**src/verilog/hpm_pkg.sv**
```systemverilog
// Package for the host port master and its processor-side end.
// Assumes one 50 MHz clock shared by both ends and an active-low async reset.
//
// Overview of operation
// - Active-low data strobe frames each transfer
// - Four interrupt inputs, optional combined interrupt out
// - Processor drives interrupt, high in reset
// - Byte enables driven only for byte-enable family
// - Half-word select low first, high second
// - Access-select codes depend on processor family
// - Four chip selects, selected held low
// - Ready polarity follows processor family
// - Processor drops ready while finishing internally
// - Ready reads asserted when chip select high
// - Ready floats while emulation off active
// - Resets asserted on global reset, software releases
// - Read/write low for write, high read
package hpm_pkg;
  localparam int NPROC = 4;
  localparam int DW = 16;
  localparam int FIFO_DEPTH = 4;
  // Processor family: 0 ready active high, 1 ready active low with byte enables
  localparam logic FAM_A = 1'h0;
  localparam logic FAM_B = 1'h1;
  // Access kinds
  typedef enum logic [1:0] {ACC_ADDR, ACC_CTRL, ACC_DATA_INC, ACC_DATA} hpm_acc_t;
  // Access-select codes per family
  localparam logic [1:0] SEL_A_CTRL = 2'h0;
  localparam logic [1:0] SEL_A_DATA_INC = 2'h1;
  localparam logic [1:0] SEL_A_ADDR = 2'h2;
  localparam logic [1:0] SEL_A_DATA = 2'h3;
  localparam logic [1:0] SEL_B_CTRL = 2'h0;
  localparam logic [1:0] SEL_B_ADDR = 2'h1;
  localparam logic [1:0] SEL_B_DATA_INC = 2'h2;
  localparam logic [1:0] SEL_B_DATA = 2'h3;
  // Strobe width in clock cycles
  localparam int STROBE_NS = 40;
  localparam int CLK_NS = 20;
  localparam int STROBE_CYC = (STROBE_NS + CLK_NS - 1) / CLK_NS;
  localparam logic RW_WRITE = 1'h0;
  localparam logic RW_READ = 1'h1;

  // Family-dependent access-select encoding
  function automatic logic [1:0] acc_code(input logic fam, input hpm_acc_t acc);
    logic [1:0] c;
    c = 2'h0;
    case (acc)
      ACC_ADDR: c = fam ? SEL_B_ADDR : SEL_A_ADDR;
      ACC_CTRL: c = fam ? SEL_B_CTRL : SEL_A_CTRL;
      ACC_DATA_INC: c = fam ? SEL_B_DATA_INC : SEL_A_DATA_INC;
      default: c = fam ? SEL_B_DATA : SEL_A_DATA;
    endcase
    return c;
  endfunction
endpackage

```
**src/verilog/hpm_if.sv**
```systemverilog
// Shared pin bundle between the host port master and one processor end.
// Assumes the bench resolves the data bus from the two output enables.
interface hpm_if;
  import hpm_pkg::*;
  logic host_data_strobe_n;
  logic host_read_write;
  logic access_select_hi;
  logic access_select_lo;
  logic half_word_select;
  logic byte_enable_hi_n;
  logic byte_enable_lo_n;
  logic [NPROC-1:0] proc_chip_select_n;
  logic [NPROC-1:0] proc_ready_in;
  logic [NPROC-1:0] proc_ready_oe;
  logic [NPROC-1:0] proc_interrupt_in;
  logic [NPROC-1:0] proc_interrupt_oe;
  logic [NPROC-1:0] proc_reset_n;
  logic [DW-1:0] m_data_out;
  logic m_data_oe;
  logic [DW-1:0] p_data_out;
  logic p_data_oe;
  logic [DW-1:0] host_addr_data_bus;
  modport master (output host_data_strobe_n, host_read_write, access_select_hi, access_select_lo,
    half_word_select, byte_enable_hi_n, byte_enable_lo_n, proc_chip_select_n, proc_reset_n,
    m_data_out, m_data_oe, input proc_ready_in, proc_interrupt_in, host_addr_data_bus);
  modport proc (input host_data_strobe_n, host_read_write, access_select_hi, access_select_lo,
    half_word_select, byte_enable_hi_n, byte_enable_lo_n, proc_chip_select_n, proc_reset_n,
    host_addr_data_bus, output proc_ready_in, proc_ready_oe, proc_interrupt_in, proc_interrupt_oe,
    p_data_out, p_data_oe);
endinterface

```
**src/verilog/hpm_fifo.sv**
```systemverilog
// Small synchronous FIFO with valid/ready on both sides.
// Assumes a single clock domain.
module hpm_fifo #(
  parameter int WIDTH = 16,
  parameter int DEPTH = 4
) (
  // Clock and reset
  input wire logic clock,
  input wire logic arst_n,
  // Fill side
  input wire logic in_valid,
  output logic in_ready,
  input wire logic [WIDTH-1:0] in_data,
  // Drain side
  output logic out_valid,
  input wire logic out_ready,
  output logic [WIDTH-1:0] out_data
);
  localparam int AW = $clog2(DEPTH);
  // Pointer wrap relies on a power-of-two depth
  if (DEPTH < 2 || (1 << AW) != DEPTH) begin : g_bad_depth
    $error("hpm_fifo depth must be a power of two >= 2");
  end
  logic [WIDTH-1:0] mem_r [DEPTH];
  logic [AW:0] wp_r, wp_nxt, rp_r, rp_nxt;
  logic push, pop;
  // Flags and pointer update
  always_comb begin
    in_ready = (wp_r - rp_r) != (AW+1)'(DEPTH);
    out_valid = wp_r != rp_r;
    push = in_valid && in_ready;
    pop = out_valid && out_ready;
    wp_nxt = push ? wp_r + 1'b1 : wp_r;
    rp_nxt = pop ? rp_r + 1'b1 : rp_r;
    out_data = mem_r[rp_r[AW-1:0]];
  end
  // Pointer registers
  always_ff @(posedge clock or negedge arst_n) begin
    if (!arst_n) begin
      wp_r <= '0;
      rp_r <= '0;
    end else begin
      wp_r <= wp_nxt;
      rp_r <= rp_nxt;
    end
  end
  // Storage, no reset needed
  always_ff @(posedge clock) begin
    if (push) mem_r[wp_r[AW-1:0]] <= in_data;
  end
endmodule // hpm_fifo

```
**src/verilog/hpm_master.sv**
```systemverilog
// Host port master: runs 32-bit word accesses as two half-word strobes.
// Assumes the far processors follow the ready and interrupt conventions.
module hpm_master
  import hpm_pkg::*;
#(
  parameter int NP = 4
) (
  // Clock and reset
  input wire logic clock,
  input wire logic arst_n,
  // Processor family, reset release and interrupt
  input wire logic [NP-1:0] family_sel,
  input wire logic [NP-1:0] reset_release,
  input wire logic [NP-1:0] irq_enable,
  output logic irq_out,
  // Command
  input wire logic cmd_valid,
  output logic cmd_ready,
  input wire logic [1:0] cmd_proc,
  input wire logic cmd_read,
  input wire hpm_pkg::hpm_acc_t cmd_acc,
  input wire logic [3:0] cmd_byte_en,
  input wire logic [31:0] cmd_wdata,
  // Read answers through FIFO
  output logic rsp_valid,
  input wire logic rsp_ready,
  output logic [31:0] rsp_data,
  // Link
  hpm_if.master link
);
  import hpm_pkg::*;
  // ********************
  // Parameter checks
  // ********************
  // Chip select decode and the strobe counter are sized for these values only
  if (NP != NPROC) begin : g_bad_np
    $error("hpm_master supports exactly four processors");
  end
  if (STROBE_CYC < 1 || STROBE_CYC > 4) begin : g_bad_strobe
    $error("hpm_master strobe count does not fit its counter");
  end
  // ********************
  // State
  // ********************
  typedef enum {ST_IDLE, ST_WAIT, ST_STROBE, ST_GAP, ST_PUSH} hpm_state_t;
  hpm_state_t st_r, st_nxt;
  logic half_r, half_nxt;
  logic [1:0] cnt_r, cnt_nxt;
  logic [1:0] proc_r, proc_nxt;
  logic rd_r, rd_nxt;
  hpm_acc_t acc_r, acc_nxt;
  logic [3:0] be_r, be_nxt;
  logic [31:0] wd_r, wd_nxt, rd_data_r, rd_data_nxt;
  logic [NP-1:0] cs_n_r, cs_n_nxt;
  logic [NP-1:0] rst_n_r, rst_n_nxt;
  logic irq_r, irq_nxt;
  logic fam_r, fam_nxt;
  logic [DW-1:0] mdo_r, mdo_nxt;
  logic fam, rdy, f_ready;
  // ********************
  // Ready decode
  // ********************
  // Ready polarity per family
  // Family is latched per access so polarity and codes cannot move mid-strobe
  always_comb begin
    fam = fam_r;
    rdy = fam ? !link.proc_ready_in[proc_r] : link.proc_ready_in[proc_r];
  end
  // ********************
  // Sequencer
  // ********************
  // Transfer sequencer
  always_comb begin
    st_nxt = st_r;
    half_nxt = half_r;
    cnt_nxt = cnt_r;
    proc_nxt = proc_r;
    rd_nxt = rd_r;
    acc_nxt = acc_r;
    be_nxt = be_r;
    wd_nxt = wd_r;
    rd_data_nxt = rd_data_r;
    cs_n_nxt = cs_n_r;
    fam_nxt = fam_r;
    cmd_ready = 1'b0;
    case (st_r)
      ST_IDLE: begin
        cmd_ready = 1'b1;
        if (cmd_valid) begin
          proc_nxt = cmd_proc;
          rd_nxt = cmd_read;
          acc_nxt = cmd_acc;
          be_nxt = cmd_byte_en;
          wd_nxt = cmd_wdata;
          half_nxt = 1'b0;
          cs_n_nxt = ~(4'h1 << cmd_proc);
          fam_nxt = family_sel[cmd_proc];
          st_nxt = ST_WAIT;
        end
      end
      ST_WAIT: begin
        // A processor that never shows ready stalls the port here
        cnt_nxt = 2'h0;
        if (rdy) st_nxt = ST_STROBE;
      end
      ST_STROBE: begin
        cnt_nxt = cnt_r + 2'h1;
        if (32'(cnt_r) == STROBE_CYC - 1) begin
          if (rd_r && !half_r) rd_data_nxt[31:16] = link.host_addr_data_bus;
          if (rd_r && half_r) rd_data_nxt[15:0] = link.host_addr_data_bus;
          st_nxt = ST_GAP;
        end
      end
      ST_GAP: begin
        if (!half_r) begin
          half_nxt = 1'b1;
          st_nxt = ST_WAIT;
        end else begin
          st_nxt = rd_r ? ST_PUSH : ST_IDLE;
        end
      end
      // A full answer queue holds the port until the user drains it
      ST_PUSH: if (f_ready) st_nxt = ST_IDLE;
      default: st_nxt = ST_IDLE;
    endcase
  end
  // ********************
  // Resets, interrupt and write data
  // ********************
  // Resets and interrupt combine
  always_comb begin
    rst_n_nxt = rst_n_r | reset_release;
    irq_nxt = |(~link.proc_interrupt_in & irq_enable);
    // Half-word that the next strobe carries, kept in a flip-flop
    mdo_nxt = half_nxt ? wd_nxt[15:0] : wd_nxt[31:16];
  end
  // ********************
  // Registers
  // ********************
  // State registers
  always_ff @(posedge clock or negedge arst_n) begin
    if (!arst_n) begin
      st_r <= ST_IDLE;
      half_r <= 1'b0;
      cnt_r <= 2'h0;
      proc_r <= 2'h0;
      rd_r <= 1'b0;
      acc_r <= ACC_ADDR;
      be_r <= 4'h0;
      wd_r <= 32'h0;
      rd_data_r <= 32'h0;
      cs_n_r <= 4'hf;
      rst_n_r <= 4'h0;
      irq_r <= 1'b0;
      fam_r <= 1'b0;
      mdo_r <= '0;
    end else begin
      st_r <= st_nxt;
      half_r <= half_nxt;
      cnt_r <= cnt_nxt;
      proc_r <= proc_nxt;
      rd_r <= rd_nxt;
      acc_r <= acc_nxt;
      be_r <= be_nxt;
      wd_r <= wd_nxt;
      rd_data_r <= rd_data_nxt;
      cs_n_r <= cs_n_nxt;
      rst_n_r <= rst_n_nxt;
      irq_r <= irq_nxt;
      fam_r <= fam_nxt;
      mdo_r <= mdo_nxt;
    end
  end
  // ********************
  // Answer queue
  // ********************
  // Read data queue
  hpm_fifo #(.WIDTH(32), .DEPTH(FIFO_DEPTH)) u_fifo (
    .clock(clock),
    .arst_n(arst_n),
    .in_valid(st_r == ST_PUSH),
    .in_ready(f_ready),
    .in_data(rd_data_r),
    .out_valid(rsp_valid),
    .out_ready(rsp_ready),
    .out_data(rsp_data)
  );
  // ********************
  // Pins
  // ********************
  // Active-low byte enable for the half on the pins; idle high for the family without them
  function automatic logic be_pin_n(input logic use_be, input logic half, input logic b_first, input logic b_second);
    return use_be ? !(half ? b_second : b_first) : 1'b1;
  endfunction
  // Pin drive
  always_comb begin
    link.host_data_strobe_n = !(st_r == ST_STROBE);
    link.host_read_write = rd_r ? RW_READ : RW_WRITE;
    {link.access_select_hi, link.access_select_lo} = acc_code(fam, acc_r);
    link.half_word_select = half_r;
    link.byte_enable_hi_n = be_pin_n(fam, half_r, be_r[3], be_r[1]);
    link.byte_enable_lo_n = be_pin_n(fam, half_r, be_r[2], be_r[0]);
    link.proc_chip_select_n = cs_n_r;
    link.proc_reset_n = rst_n_r;
    link.m_data_out = mdo_r;
    link.m_data_oe = !rd_r && (st_r == ST_STROBE);
    irq_out = irq_r;
  end
endmodule // hpm_master

```
**src/flat_wrapper.sv**
```systemverilog
// flat-port wrapper written by rule: the top's interface ports become plain ports
module hpm_master_flat import hpm_pkg::*;
#(
  parameter int NP = 4
)
  (clock, arst_n, family_sel, reset_release, irq_enable, irq_out, cmd_valid, cmd_ready, cmd_proc, cmd_read, cmd_acc, cmd_byte_en, cmd_wdata, rsp_valid, rsp_ready, rsp_data, link_host_data_strobe_n, link_host_read_write, link_access_select_hi, link_access_select_lo, link_half_word_select, link_byte_enable_hi_n, link_byte_enable_lo_n, link_proc_chip_select_n, link_proc_reset_n, link_m_data_out, link_m_data_oe, link_proc_ready_in, link_proc_interrupt_in, link_host_addr_data_bus);
  hpm_if link_i ();
  input wire logic clock;
  input wire logic arst_n;
  input wire logic [NP-1:0] family_sel;
  input wire logic [NP-1:0] reset_release;
  input wire logic [NP-1:0] irq_enable;
  output logic irq_out;
  input wire logic cmd_valid;
  output logic cmd_ready;
  input wire logic [1:0] cmd_proc;
  input wire logic cmd_read;
  input wire hpm_pkg::hpm_acc_t cmd_acc;
  input wire logic [3:0] cmd_byte_en;
  input wire logic [31:0] cmd_wdata;
  output logic rsp_valid;
  input wire logic rsp_ready;
  output logic [31:0] rsp_data;
  output wire logic [$bits(link_i.host_data_strobe_n)-1:0] link_host_data_strobe_n;
  output wire logic [$bits(link_i.host_read_write)-1:0] link_host_read_write;
  output wire logic [$bits(link_i.access_select_hi)-1:0] link_access_select_hi;
  output wire logic [$bits(link_i.access_select_lo)-1:0] link_access_select_lo;
  output wire logic [$bits(link_i.half_word_select)-1:0] link_half_word_select;
  output wire logic [$bits(link_i.byte_enable_hi_n)-1:0] link_byte_enable_hi_n;
  output wire logic [$bits(link_i.byte_enable_lo_n)-1:0] link_byte_enable_lo_n;
  output wire logic [$bits(link_i.proc_chip_select_n)-1:0] link_proc_chip_select_n;
  output wire logic [$bits(link_i.proc_reset_n)-1:0] link_proc_reset_n;
  output wire logic [$bits(link_i.m_data_out)-1:0] link_m_data_out;
  output wire logic [$bits(link_i.m_data_oe)-1:0] link_m_data_oe;
  input wire logic [$bits(link_i.proc_ready_in)-1:0] link_proc_ready_in;
  input wire logic [$bits(link_i.proc_interrupt_in)-1:0] link_proc_interrupt_in;
  input wire logic [$bits(link_i.host_addr_data_bus)-1:0] link_host_addr_data_bus;
  assign link_host_data_strobe_n = link_i.host_data_strobe_n;
  assign link_host_read_write = link_i.host_read_write;
  assign link_access_select_hi = link_i.access_select_hi;
  assign link_access_select_lo = link_i.access_select_lo;
  assign link_half_word_select = link_i.half_word_select;
  assign link_byte_enable_hi_n = link_i.byte_enable_hi_n;
  assign link_byte_enable_lo_n = link_i.byte_enable_lo_n;
  assign link_proc_chip_select_n = link_i.proc_chip_select_n;
  assign link_proc_reset_n = link_i.proc_reset_n;
  assign link_m_data_out = link_i.m_data_out;
  assign link_m_data_oe = link_i.m_data_oe;
  assign link_i.proc_ready_in = link_proc_ready_in;
  assign link_i.proc_interrupt_in = link_proc_interrupt_in;
  assign link_i.host_addr_data_bus = link_host_addr_data_bus;
  hpm_master #(.NP(NP)) u_core (.clock(clock), .arst_n(arst_n), .family_sel(family_sel), .reset_release(reset_release), .irq_enable(irq_enable), .irq_out(irq_out), .cmd_valid(cmd_valid), .cmd_ready(cmd_ready), .cmd_proc(cmd_proc), .cmd_read(cmd_read), .cmd_acc(cmd_acc), .cmd_byte_en(cmd_byte_en), .cmd_wdata(cmd_wdata), .rsp_valid(rsp_valid), .rsp_ready(rsp_ready), .rsp_data(rsp_data), .link(link_i));
endmodule
```
**config.mk**
```make
export PLATFORM = sky130hd
export DESIGN_NAME = hpm_master_flat
export DESIGN_NICKNAME = d
export VERILOG_FILES = /design/src/verilog/hpm_pkg.sv /design/src/verilog/hpm_if.sv /design/src/verilog/hpm_fifo.sv /design/src/verilog/hpm_master.sv /design/src/flat_wrapper.sv
export SDC_FILE = /design/constraint.sdc
export NUM_CORES = 1
export LEC_CHECK = 0
export BUFFER_PORTS_ARGS = -buffer_cell sky130_fd_sc_hd__buf_4
export CAP_MARGIN = 20
export CORE_MARGIN = 4
export CORE_UTILIZATION = 35
export CTS_BUF_LIST = sky130_fd_sc_hd__clkbuf_8 sky130_fd_sc_hd__clkbuf_16
export CTS_CLUSTER_SIZE = 10
export DETAILED_ROUTE_END_ITERATION = 12
export GPL_ROUTABILITY_DRIVEN = 0
export GPL_TIMING_DRIVEN = 0
export MAX_ROUTING_LAYER = met4
export SLEW_MARGIN = 40
export SYNTH_ARGS = -nofsm -noshare
export SYNTH_HDL_FRONTEND = slang
export SYNTH_HIERARCHICAL = 1
export SYNTH_SLANG_ARGS = --single-unit
```
**constraint.sdc**
```tcl
create_clock -name clock -period 4.48 [get_ports clock]
set_input_delay 0.896 -clock clock [delete_from_list [all_inputs] [get_ports clock]]
set_output_delay 0.896 -clock clock [all_outputs]
set_load 0.05 [all_outputs]
```
==> reports/metrics.cfg, run 1 <==
[detailed_routing]
drtIter0Drc = 233
wirelength_um = 20300
vias_per_cell = 4.87
drc_errors = 0
dr.pass1.iters = 4
num_vias = 5032
ant_nets = 0
routedWlPerCell_um = 19.6

[synthesis]
syn-cell-area_sq_um = 9370
yosys-top-cells-area = edfxtp_1 41%, dfrtp_1 29%, mux4_2 8.4%
seq_area_frac_synth = 0.707
synth_top_area_share = 0.410
postSynthAreaPerCell_sq_um = 18.7
syn_inst = 500
synthDistinctLibCells = 40
synth.largest_area_cell = edfxtp_1
syn-num-nets = 589
yosys_warnings = 6
ys_ff_latch = 239

[final_layout]
nets = 769
drive_gt1_frac = 0.476
syn_to_final_growth_pct = 25.9
diodes = 0

[floorplanning]
core.rowCount = 59
core-area_sq_um = 26200
die_w_um = 172
die_h_um = 172
ios = 148
start_util = 0.358
die-area_sq_um = 29500

[sta]
max_freq_ghz = 0.272
setup_violations = 0
worst_slew_pin_slew_ns = 0.764
rsz0062_at_grt = no
finalWorstSetupSlack_ns = 0.801
fin_skew_ns = 0.0140
fin_tns_setup_ns = 0
max-slew-margin-rel = 0.491
period_needed_ns = 3.68
finalMaxSlewViolations = 0
fin_crit_sh = 0.821
hold_viol = 0

[clock_network]
clk_pin_slew_ns = 0.06
clkSinkCount = 239
cts_resized = 0
insertion_delay_ns = 0.54
htreeDepth = 1
clockRootBuffer = clkbuf_16
numCtsBuffers = 28
cts_tree = built
cts_hold_buf = 0
postCtsSetupRepairBufs = 0
cts_buffer_depth = 3

[worst_setup_path]
reg2reg_slack_ns = 1.25
crit_type = reg -> out
crit_path_max_fanout = 10
cp.arrival_ns = 2.78
end_kind = output pin
required_ns = 3.58
startpoint_type = flip-flop

[grt]
grt_remaining_overflow = 0
grt_usage = 0.144
grt_pass1_wl_um = 32000
grt_start_max_net_pins = 67
antenna_found_initial = 0
grt_pass1_vias = 5796

[pwr]
power_density_nw_per_um2 = 727
leakage_nw = 4.75
ir_worst_vdd_mv = 0.424

[flow_run]
drv_cap = 0

[status]
status = complete, no violations

[min_path]
hp-class = in -> async

[placement]
dp_slack_ns = 1.18
dp_hpwl_um = 13600
portBuffers = 147

-- layout by cell type, fill, tap and decap left out, types with 3 or more instances in the layout --
cell type  synthesis  routed
buf_2             10      10
and2_4             0       3
dfrtp_1          107     107
mux2_4            11      11
nand2_1            7       7
a21oi_1            4       4
clkbuf_16          0      28
nor2_1            10      10
xnor2_1            5       5
o21ai_0            6       6
mux4_2            35      35
a31oi_1            4       4
clkbuf_1           6       5
edfxtp_1         128     128
dfstp_2            4       4
buf_6              3       3
and2_1            20      17
a221o_1           16      16
inv_1             13      31
or2_2              4       4
nand3_1            4       4
buf_4              5     151
nor3_1             4       4
ha_1               8       8
mux2_2            67      67
buf_8              0       3
-- cell families (layout without fill, tap and decap cells) --
group                    Yosys count  count (layout)  share of synthesized area
adder cells (fa/ha/maj)            8               8                     0.0107
buffers and inverters             39             238                     0.0219
AND/OR/NAND/NOR                   56              56                     0.0360
flip-flops                       239             239                      0.707
XOR/XNOR                           9               9                     0.0100
multiplexers                     113             113                      0.182
AO/OA/AOI/OAI                     36              36                     0.0322
-- path summary, 6_finish.rpt --
path	start	depth (start not counted)	to
setup / recovery	u_core/u_fifo/rp_r[1]	6	rsp_valid
hold / removal	arst_n	1	u_core/wd_r[24]
setup reg to reg	u_core/u_fifo/rp_r[1]	9	u_core/u_fifo/mem_r[3][12]
hold reg to reg	u_core/link.proc_reset_n[2]	1	u_core/link.proc_reset_n[2]
max in group asynchronous	arst_n	2	u_core/rd_data_r[27]
min in group clock	u_core/link.proc_reset_n[2]	1	u_core/link.proc_reset_n[2]
-- registers in the layout, summed over array words and instances, names as in the netlist --
signal / flops
u_core/rd_r: 1
u_core/u_fifo/mem_r: 128
u_core/link.proc_chip_select_n: 4
u_core/irq_out: 1
u_core/acc_r: 2
u_core/link.half_word_select: 1
u_core/rd_data_r: 32
u_core/link.proc_reset_n: 4
u_core/be_r: 4
u_core/proc_r: 2
u_core/fam: 1
u_core/cnt_r: 2
u_core/link.m_data_out: 16
u_core/st_r: 3
u_core/u_fifo/rp_r: 3
u_core/u_fifo/wp_r: 3
u_core/wd_r: 32
-- where the power goes --
group / switching [mW] / leakage, nW / internal (mW)
Sequential: 0.328 / 2.49 / 2.93
Clock: 0.839 / 0.467 / 1.16
Combinational: 2.00 / 1.79 / 1.33
-- stage by stage --
step | power, mW | util | std cells | hold slack, ns | cell area (sq um)
2_1_floorplan | 5.65 | - | 500 | 0.471 | 9370
3_3_place_gp | 6.55 | 0.416 | 982 | 0.454 | 10900
3_5_place_dp | 6.68 | 0.419 | 985 | 0.457 | 11000
4_1_cts | 8.71 | 0.450 | 1034 | 0.316 | 11800
5_1_grt | 9.04 | 0.450 | 1034 | 0.334 | 11800
6_report | 8.58 | 0.450 | 1034 | 0.319 | 11800
-- Yosys cell counts --
cell type,n
edfxtp_1,128
dfrtp_1,107
mux2_2,67
mux4_2,35
and2_1,20
a221o_1,16
inv_1,13
mux2_4,11
buf_2,10
nor2_1,10
ha_1,8
nand2_1,7
clkbuf_1,6
o21ai_0,6
buf_4,5
xnor2_1,5
a21oi_1,4
a31oi_1,4
dfstp_2,4
nand3_1,4
nor3_1,4
or2_2,4
buf_6,3
xnor2_2,2
xor2_1,2
a21o_1,1
a21oi_2,1
a22oi_1,1
a31oi_2,1
a31oi_4,1
buf_1,1
clkinv_4,1
nand2b_1,1
nand3_4,1
nand3b_1,1
nor2b_1,1
nor4b_4,1
o221ai_1,1
or3b_1,1
or4b_4,1
-- layer usage --
layer  global-route usage  vias to the layer above  part of all wire
met5                    -                        -                 0
met4               0.0272                        0             0.014
met3               0.0430                       22             0.070
met2                0.241                      139              0.50
met1                0.177                     2601              0.41
li1                     -                     2270                 -
-- final cells by class --
cell class	instances	area, sq um
well taps	335	419
plain buffers	25	149
clock inverters	19	97.6
repair buffers	150	1170
flip-flops and latches	239	6630
clock buffers	30	728
multi-input cells	222	2560
fillers	2294	14400
inverters	14	57.6
-- worst max-delay path: stages (launching register included) --
cell and delay (ns):
dfrtp_1 0.34, clkbuf_1 0.33, buf_1 0.62, inv_1 0.11, ha_1 0.44, nand3_1 0.17
buf_4 0.24
Note: power is estimated with default switching activity, not from simulation.
==> run 2: changes to the inputs <==
--- a/config.mk
+++ b/config.mk
@@ -5,6 +5,7 @@
 export SDC_FILE = /design/constraint.sdc
 export NUM_CORES = 1
 export LEC_CHECK = 0
+export ABC_AREA = 1
 export BUFFER_PORTS_ARGS = -buffer_cell sky130_fd_sc_hd__buf_4
 export CAP_MARGIN = 20
 export CORE_MARGIN = 4
==> constraint.sdc (replaced) <==
create_clock -name clock -period 3.85 [get_ports clock]
set_input_delay 0.77 -clock clock [delete_from_list [all_inputs] [get_ports clock]]
set_output_delay 0.77 -clock clock [all_outputs]
set_load 0.05 [all_outputs]
==> reports/metrics.cfg, run 2 <==
[pwr]
leakage_nw = 5.27  ; was 4.75 nW
ir_worst_vdd_mv = 0.521  ; was 0.424 mV
power_density_nw_per_um2 = 892  ; was 727 nW/um^2
total_power_mw = 10.6  ; was 8.58 mW

[placement]
dp_hpwl_um = 15900  ; was 13600 um
portBuffers = 147  ; unchanged
dp_cells = 1326  ; was 985
dp_slack_ns = 1.15  ; was 1.18 ns

[sta]
max-slew-margin-rel = 0.530  ; was 0.491
period_needed_ns = 3.09
hold_viol = 0  ; unchanged
rsz0062_at_grt = no  ; unchanged
finalWorstSetupSlack_ns = 0.764  ; was 0.801 ns
max_freq_ghz = 0.324
fin_skew_ns = 0.0170  ; was 0.0140 ns
fin_crit_sh = 0.801
worst_slew_pin_slew_ns = 0.706  ; was 0.764 ns
setup_violations = 0  ; unchanged
finalMaxSlewViolations = 0  ; unchanged

[clock_network]
postCtsSetupRepairBufs = 0  ; unchanged
htreeDepth = 1  ; unchanged
clk_pin_slew_ns = 0.05  ; was 0.06 ns
numCtsBuffers = 28  ; unchanged
cts_buffer_depth = 3  ; unchanged
cts_hold_buf = 0  ; unchanged
clockRootBuffer = clkbuf_16  ; unchanged
cts_tree = built  ; unchanged
cts_resized = 0  ; unchanged
clkSinkCount = 239  ; unchanged
insertion_delay_ns = 0.54  ; about the same

[final_layout]
ff_latch_area_sq_um = 6630  ; unchanged
n_fill_cell = 2426  ; was 2294
drive_gt1_frac = 0.235  ; was 0.476
largest_register_ffs = 128  ; unchanged
syn_to_final_growth_pct = 26.9  ; was 25.9%
fin_cells = 1375  ; was 1034
nets = 1110  ; was 769
mostFrequentLayoutCell = nand2_1  ; was buf_4
most-common-layout-cells = 242 x nand2_1, 148 x buf_4, 128 x edfxtp_1  ; was 151 x buf_4, 128 x edfxtp_1, 107 x dfrtp_1
final_core_util = 0.454  ; was 0.450
multi_input_area_sq_um = 2330  ; was 2560 sq um

[detailed_routing]
drtIter0Drc = 470  ; was 233
vias_per_cell = 4.74  ; was 4.87
drc_errors = 0  ; unchanged
ant_nets = 0  ; unchanged
num_vias = 6522  ; was 5032
wirelength_um = 23400  ; was 20300 um
dr.pass1.iters = 6  ; was 4
routedWlPerCell_um = 17.0  ; was 19.6 um

[synthesis]
ys.flop_type = edfxtp_1  ; unchanged
yosys-top-cells-area = edfxtp_1 41%, dfrtp_1 29%, nand2_1 9.7%  ; was edfxtp_1 41%, dfrtp_1 29%, mux4_2 8.4%
synthDistinctLibCells = 33  ; was 40
syn_inst = 836  ; was 500
postSynthAreaPerCell_sq_um = 11.2  ; was 18.7 sq um
ys_ff_latch = 239  ; unchanged
yosysMostFrequentCell = nand2_1  ; was edfxtp_1
synth_edf_count = 128  ; unchanged
syn-num-nets = 925  ; was 589
yosys_warnings = 6  ; unchanged
synth.largest_area_cell = edfxtp_1  ; unchanged
seq_area_frac_synth = 0.707  ; about the same
synthArstFlopShare = 0.464  ; unchanged
synthTopCellsByCount = 242 x nand2_1, 128 x edfxtp_1, 107 x dfrtp_1  ; was 128 x edfxtp_1, 107 x dfrtp_1, 67 x mux2_2
synth_top_area_share = 0.410  ; about the same
syn-cell-area_sq_um = 9370  ; about the same

[floorplanning]
core.rowCount = 59  ; unchanged
ios = 148  ; unchanged
die_w_um = 172  ; about the same
die_h_um = 172  ; about the same
start_util = 0.357  ; was 0.358
die-area_sq_um = 29400  ; was 29500 sq um
core-area_sq_um = 26200  ; unchanged

[worst_setup_path]
cpPeakStageDelay_ns = 0.49  ; was 0.62 ns
crit_chain = inv_2 -> clkbuf_1 -> o21ai_1 -> o22ai_1 -> buf_4  ; was clkbuf_1 -> buf_1 -> inv_1 -> ha_1 -> nand3_1 -> buf_4
r2r-start = u_core/u_fifo/rp_r[1]  ; unchanged
crit_type = reg -> out  ; unchanged
crit_path_max_fanout = 10  ; unchanged
crit_start = u_core/u_fifo/rp_r[1]  ; unchanged
end_kind = output pin  ; unchanged
startpoint_type = flip-flop  ; unchanged
cp.arrival_ns = 2.32  ; was 2.78 ns
crit_slowest_cell = dfrtp_1  ; was buf_1
required_ns = 3.08  ; was 3.58 ns

[min_path]
hp-class = in -> async  ; unchanged

[grt]
antenna_found_initial = 0  ; unchanged
grt_pass1_vias = 6581  ; was 5796
grt_start_max_net_pins = 42  ; was 67
grt_pass1_wl_um = 36600  ; was 32000 um
grt_usage = 0.164  ; was 0.144
grt_remaining_overflow = 0  ; unchanged

[status]
status = complete, no violations  ; unchanged

[flow_run]
drv_cap = 0  ; unchanged

==> run 2: cell count changes after synthesis, sizes merged, moves of 9 or more <==
cell | previous run | this run
and2 | 20 | 0
o22ai | 0 | 34
nor2 | 10 | 82
buf | 19 | 29
inv | 13 | 52
a221o | 16 | 0
mux2 | 78 | 0
mux4 | 35 | 0
nand2 | 7 | 244
o21ai | 6 | 105
nand3 | 5 | 14
==> run 2: worst paths after layout <==
check,end,slack [ns],depth (start not counted)
worst max-delay path,rsp_data[15],0.76,5
min in group clock,u_core/link.proc_chip_select_n[3],0.43,2
max in group asynchronous,u_core/wd_r[30],2.97,3
worst min-delay path,u_core/proc_r[0],0.11,1
worst min register to register,u_core/be_r[1],0.46,2
worst max register to register,u_core/u_fifo/mem_r[1][16],1.16,9
==> run 2: metal layers <==
layer / up-vias / routed length, um / track usage
li1: 3179 / - / -
met3: 38 / 1720 / 0.0368
met4: 0 / 553 / 0.0424
met1: 3072 / 10300 / 0.217
met5: - / 0 / -
met2: 233 / 10900 / 0.259
==> run 2: area by class of cell <==
type | count | area share
antenna | 1 | 0.000210
buffer | 38 | 0.0198
clock buffer | 29 | 0.0601
clock inverter | 19 | 0.00737
inverter | 52 | 0.0166
multi-input combinational | 507 | 0.196
sequential | 239 | 0.557
tap | 335 | 0.0353
timing repair buffer | 155 | 0.107
==> run 2: per-stage QoR <==
step	hold WS (ns)	TNS [ns]	area (sq um)
after floorplan	0.437	0	9370
after global placement	0.452	-72.79	10900
after detailed placement	0.454	0	11100
after CTS	0.0976	0	11900
after global routing	0.108	0	11900
final	0.109	0	11900
==> run 2: where the power goes <==
part	switching (mW)	internal, mW
logic	3.15	1.33
registers	0.390	3.45
clock network	0.964	1.32
total	4.50	6.11
==> run 2: kinds of logic (layout without fill, tap and decap cells) <==
logic type,after synthesis,after routing,synth area share
other,0,1,0
and+or+nand+nor,350,350,0.148
buffers and inverters,90,293,0.0460
AOI/OAI and AO/OA,147,147,0.0862
xor gates and xnor gates,1,1,0.000935
muxes,1,1,0.00107
DFF,239,239,0.707
adders and majority gates,8,8,0.0107
==> run 2: worst max-delay path: cells and delay by family, from the launching register on <==
kind                   cells  cell delay (ns)
AO/OA/AOI/OAI              2             0.41
buffers and inverters      3             0.87
flip-flops                 1             0.49
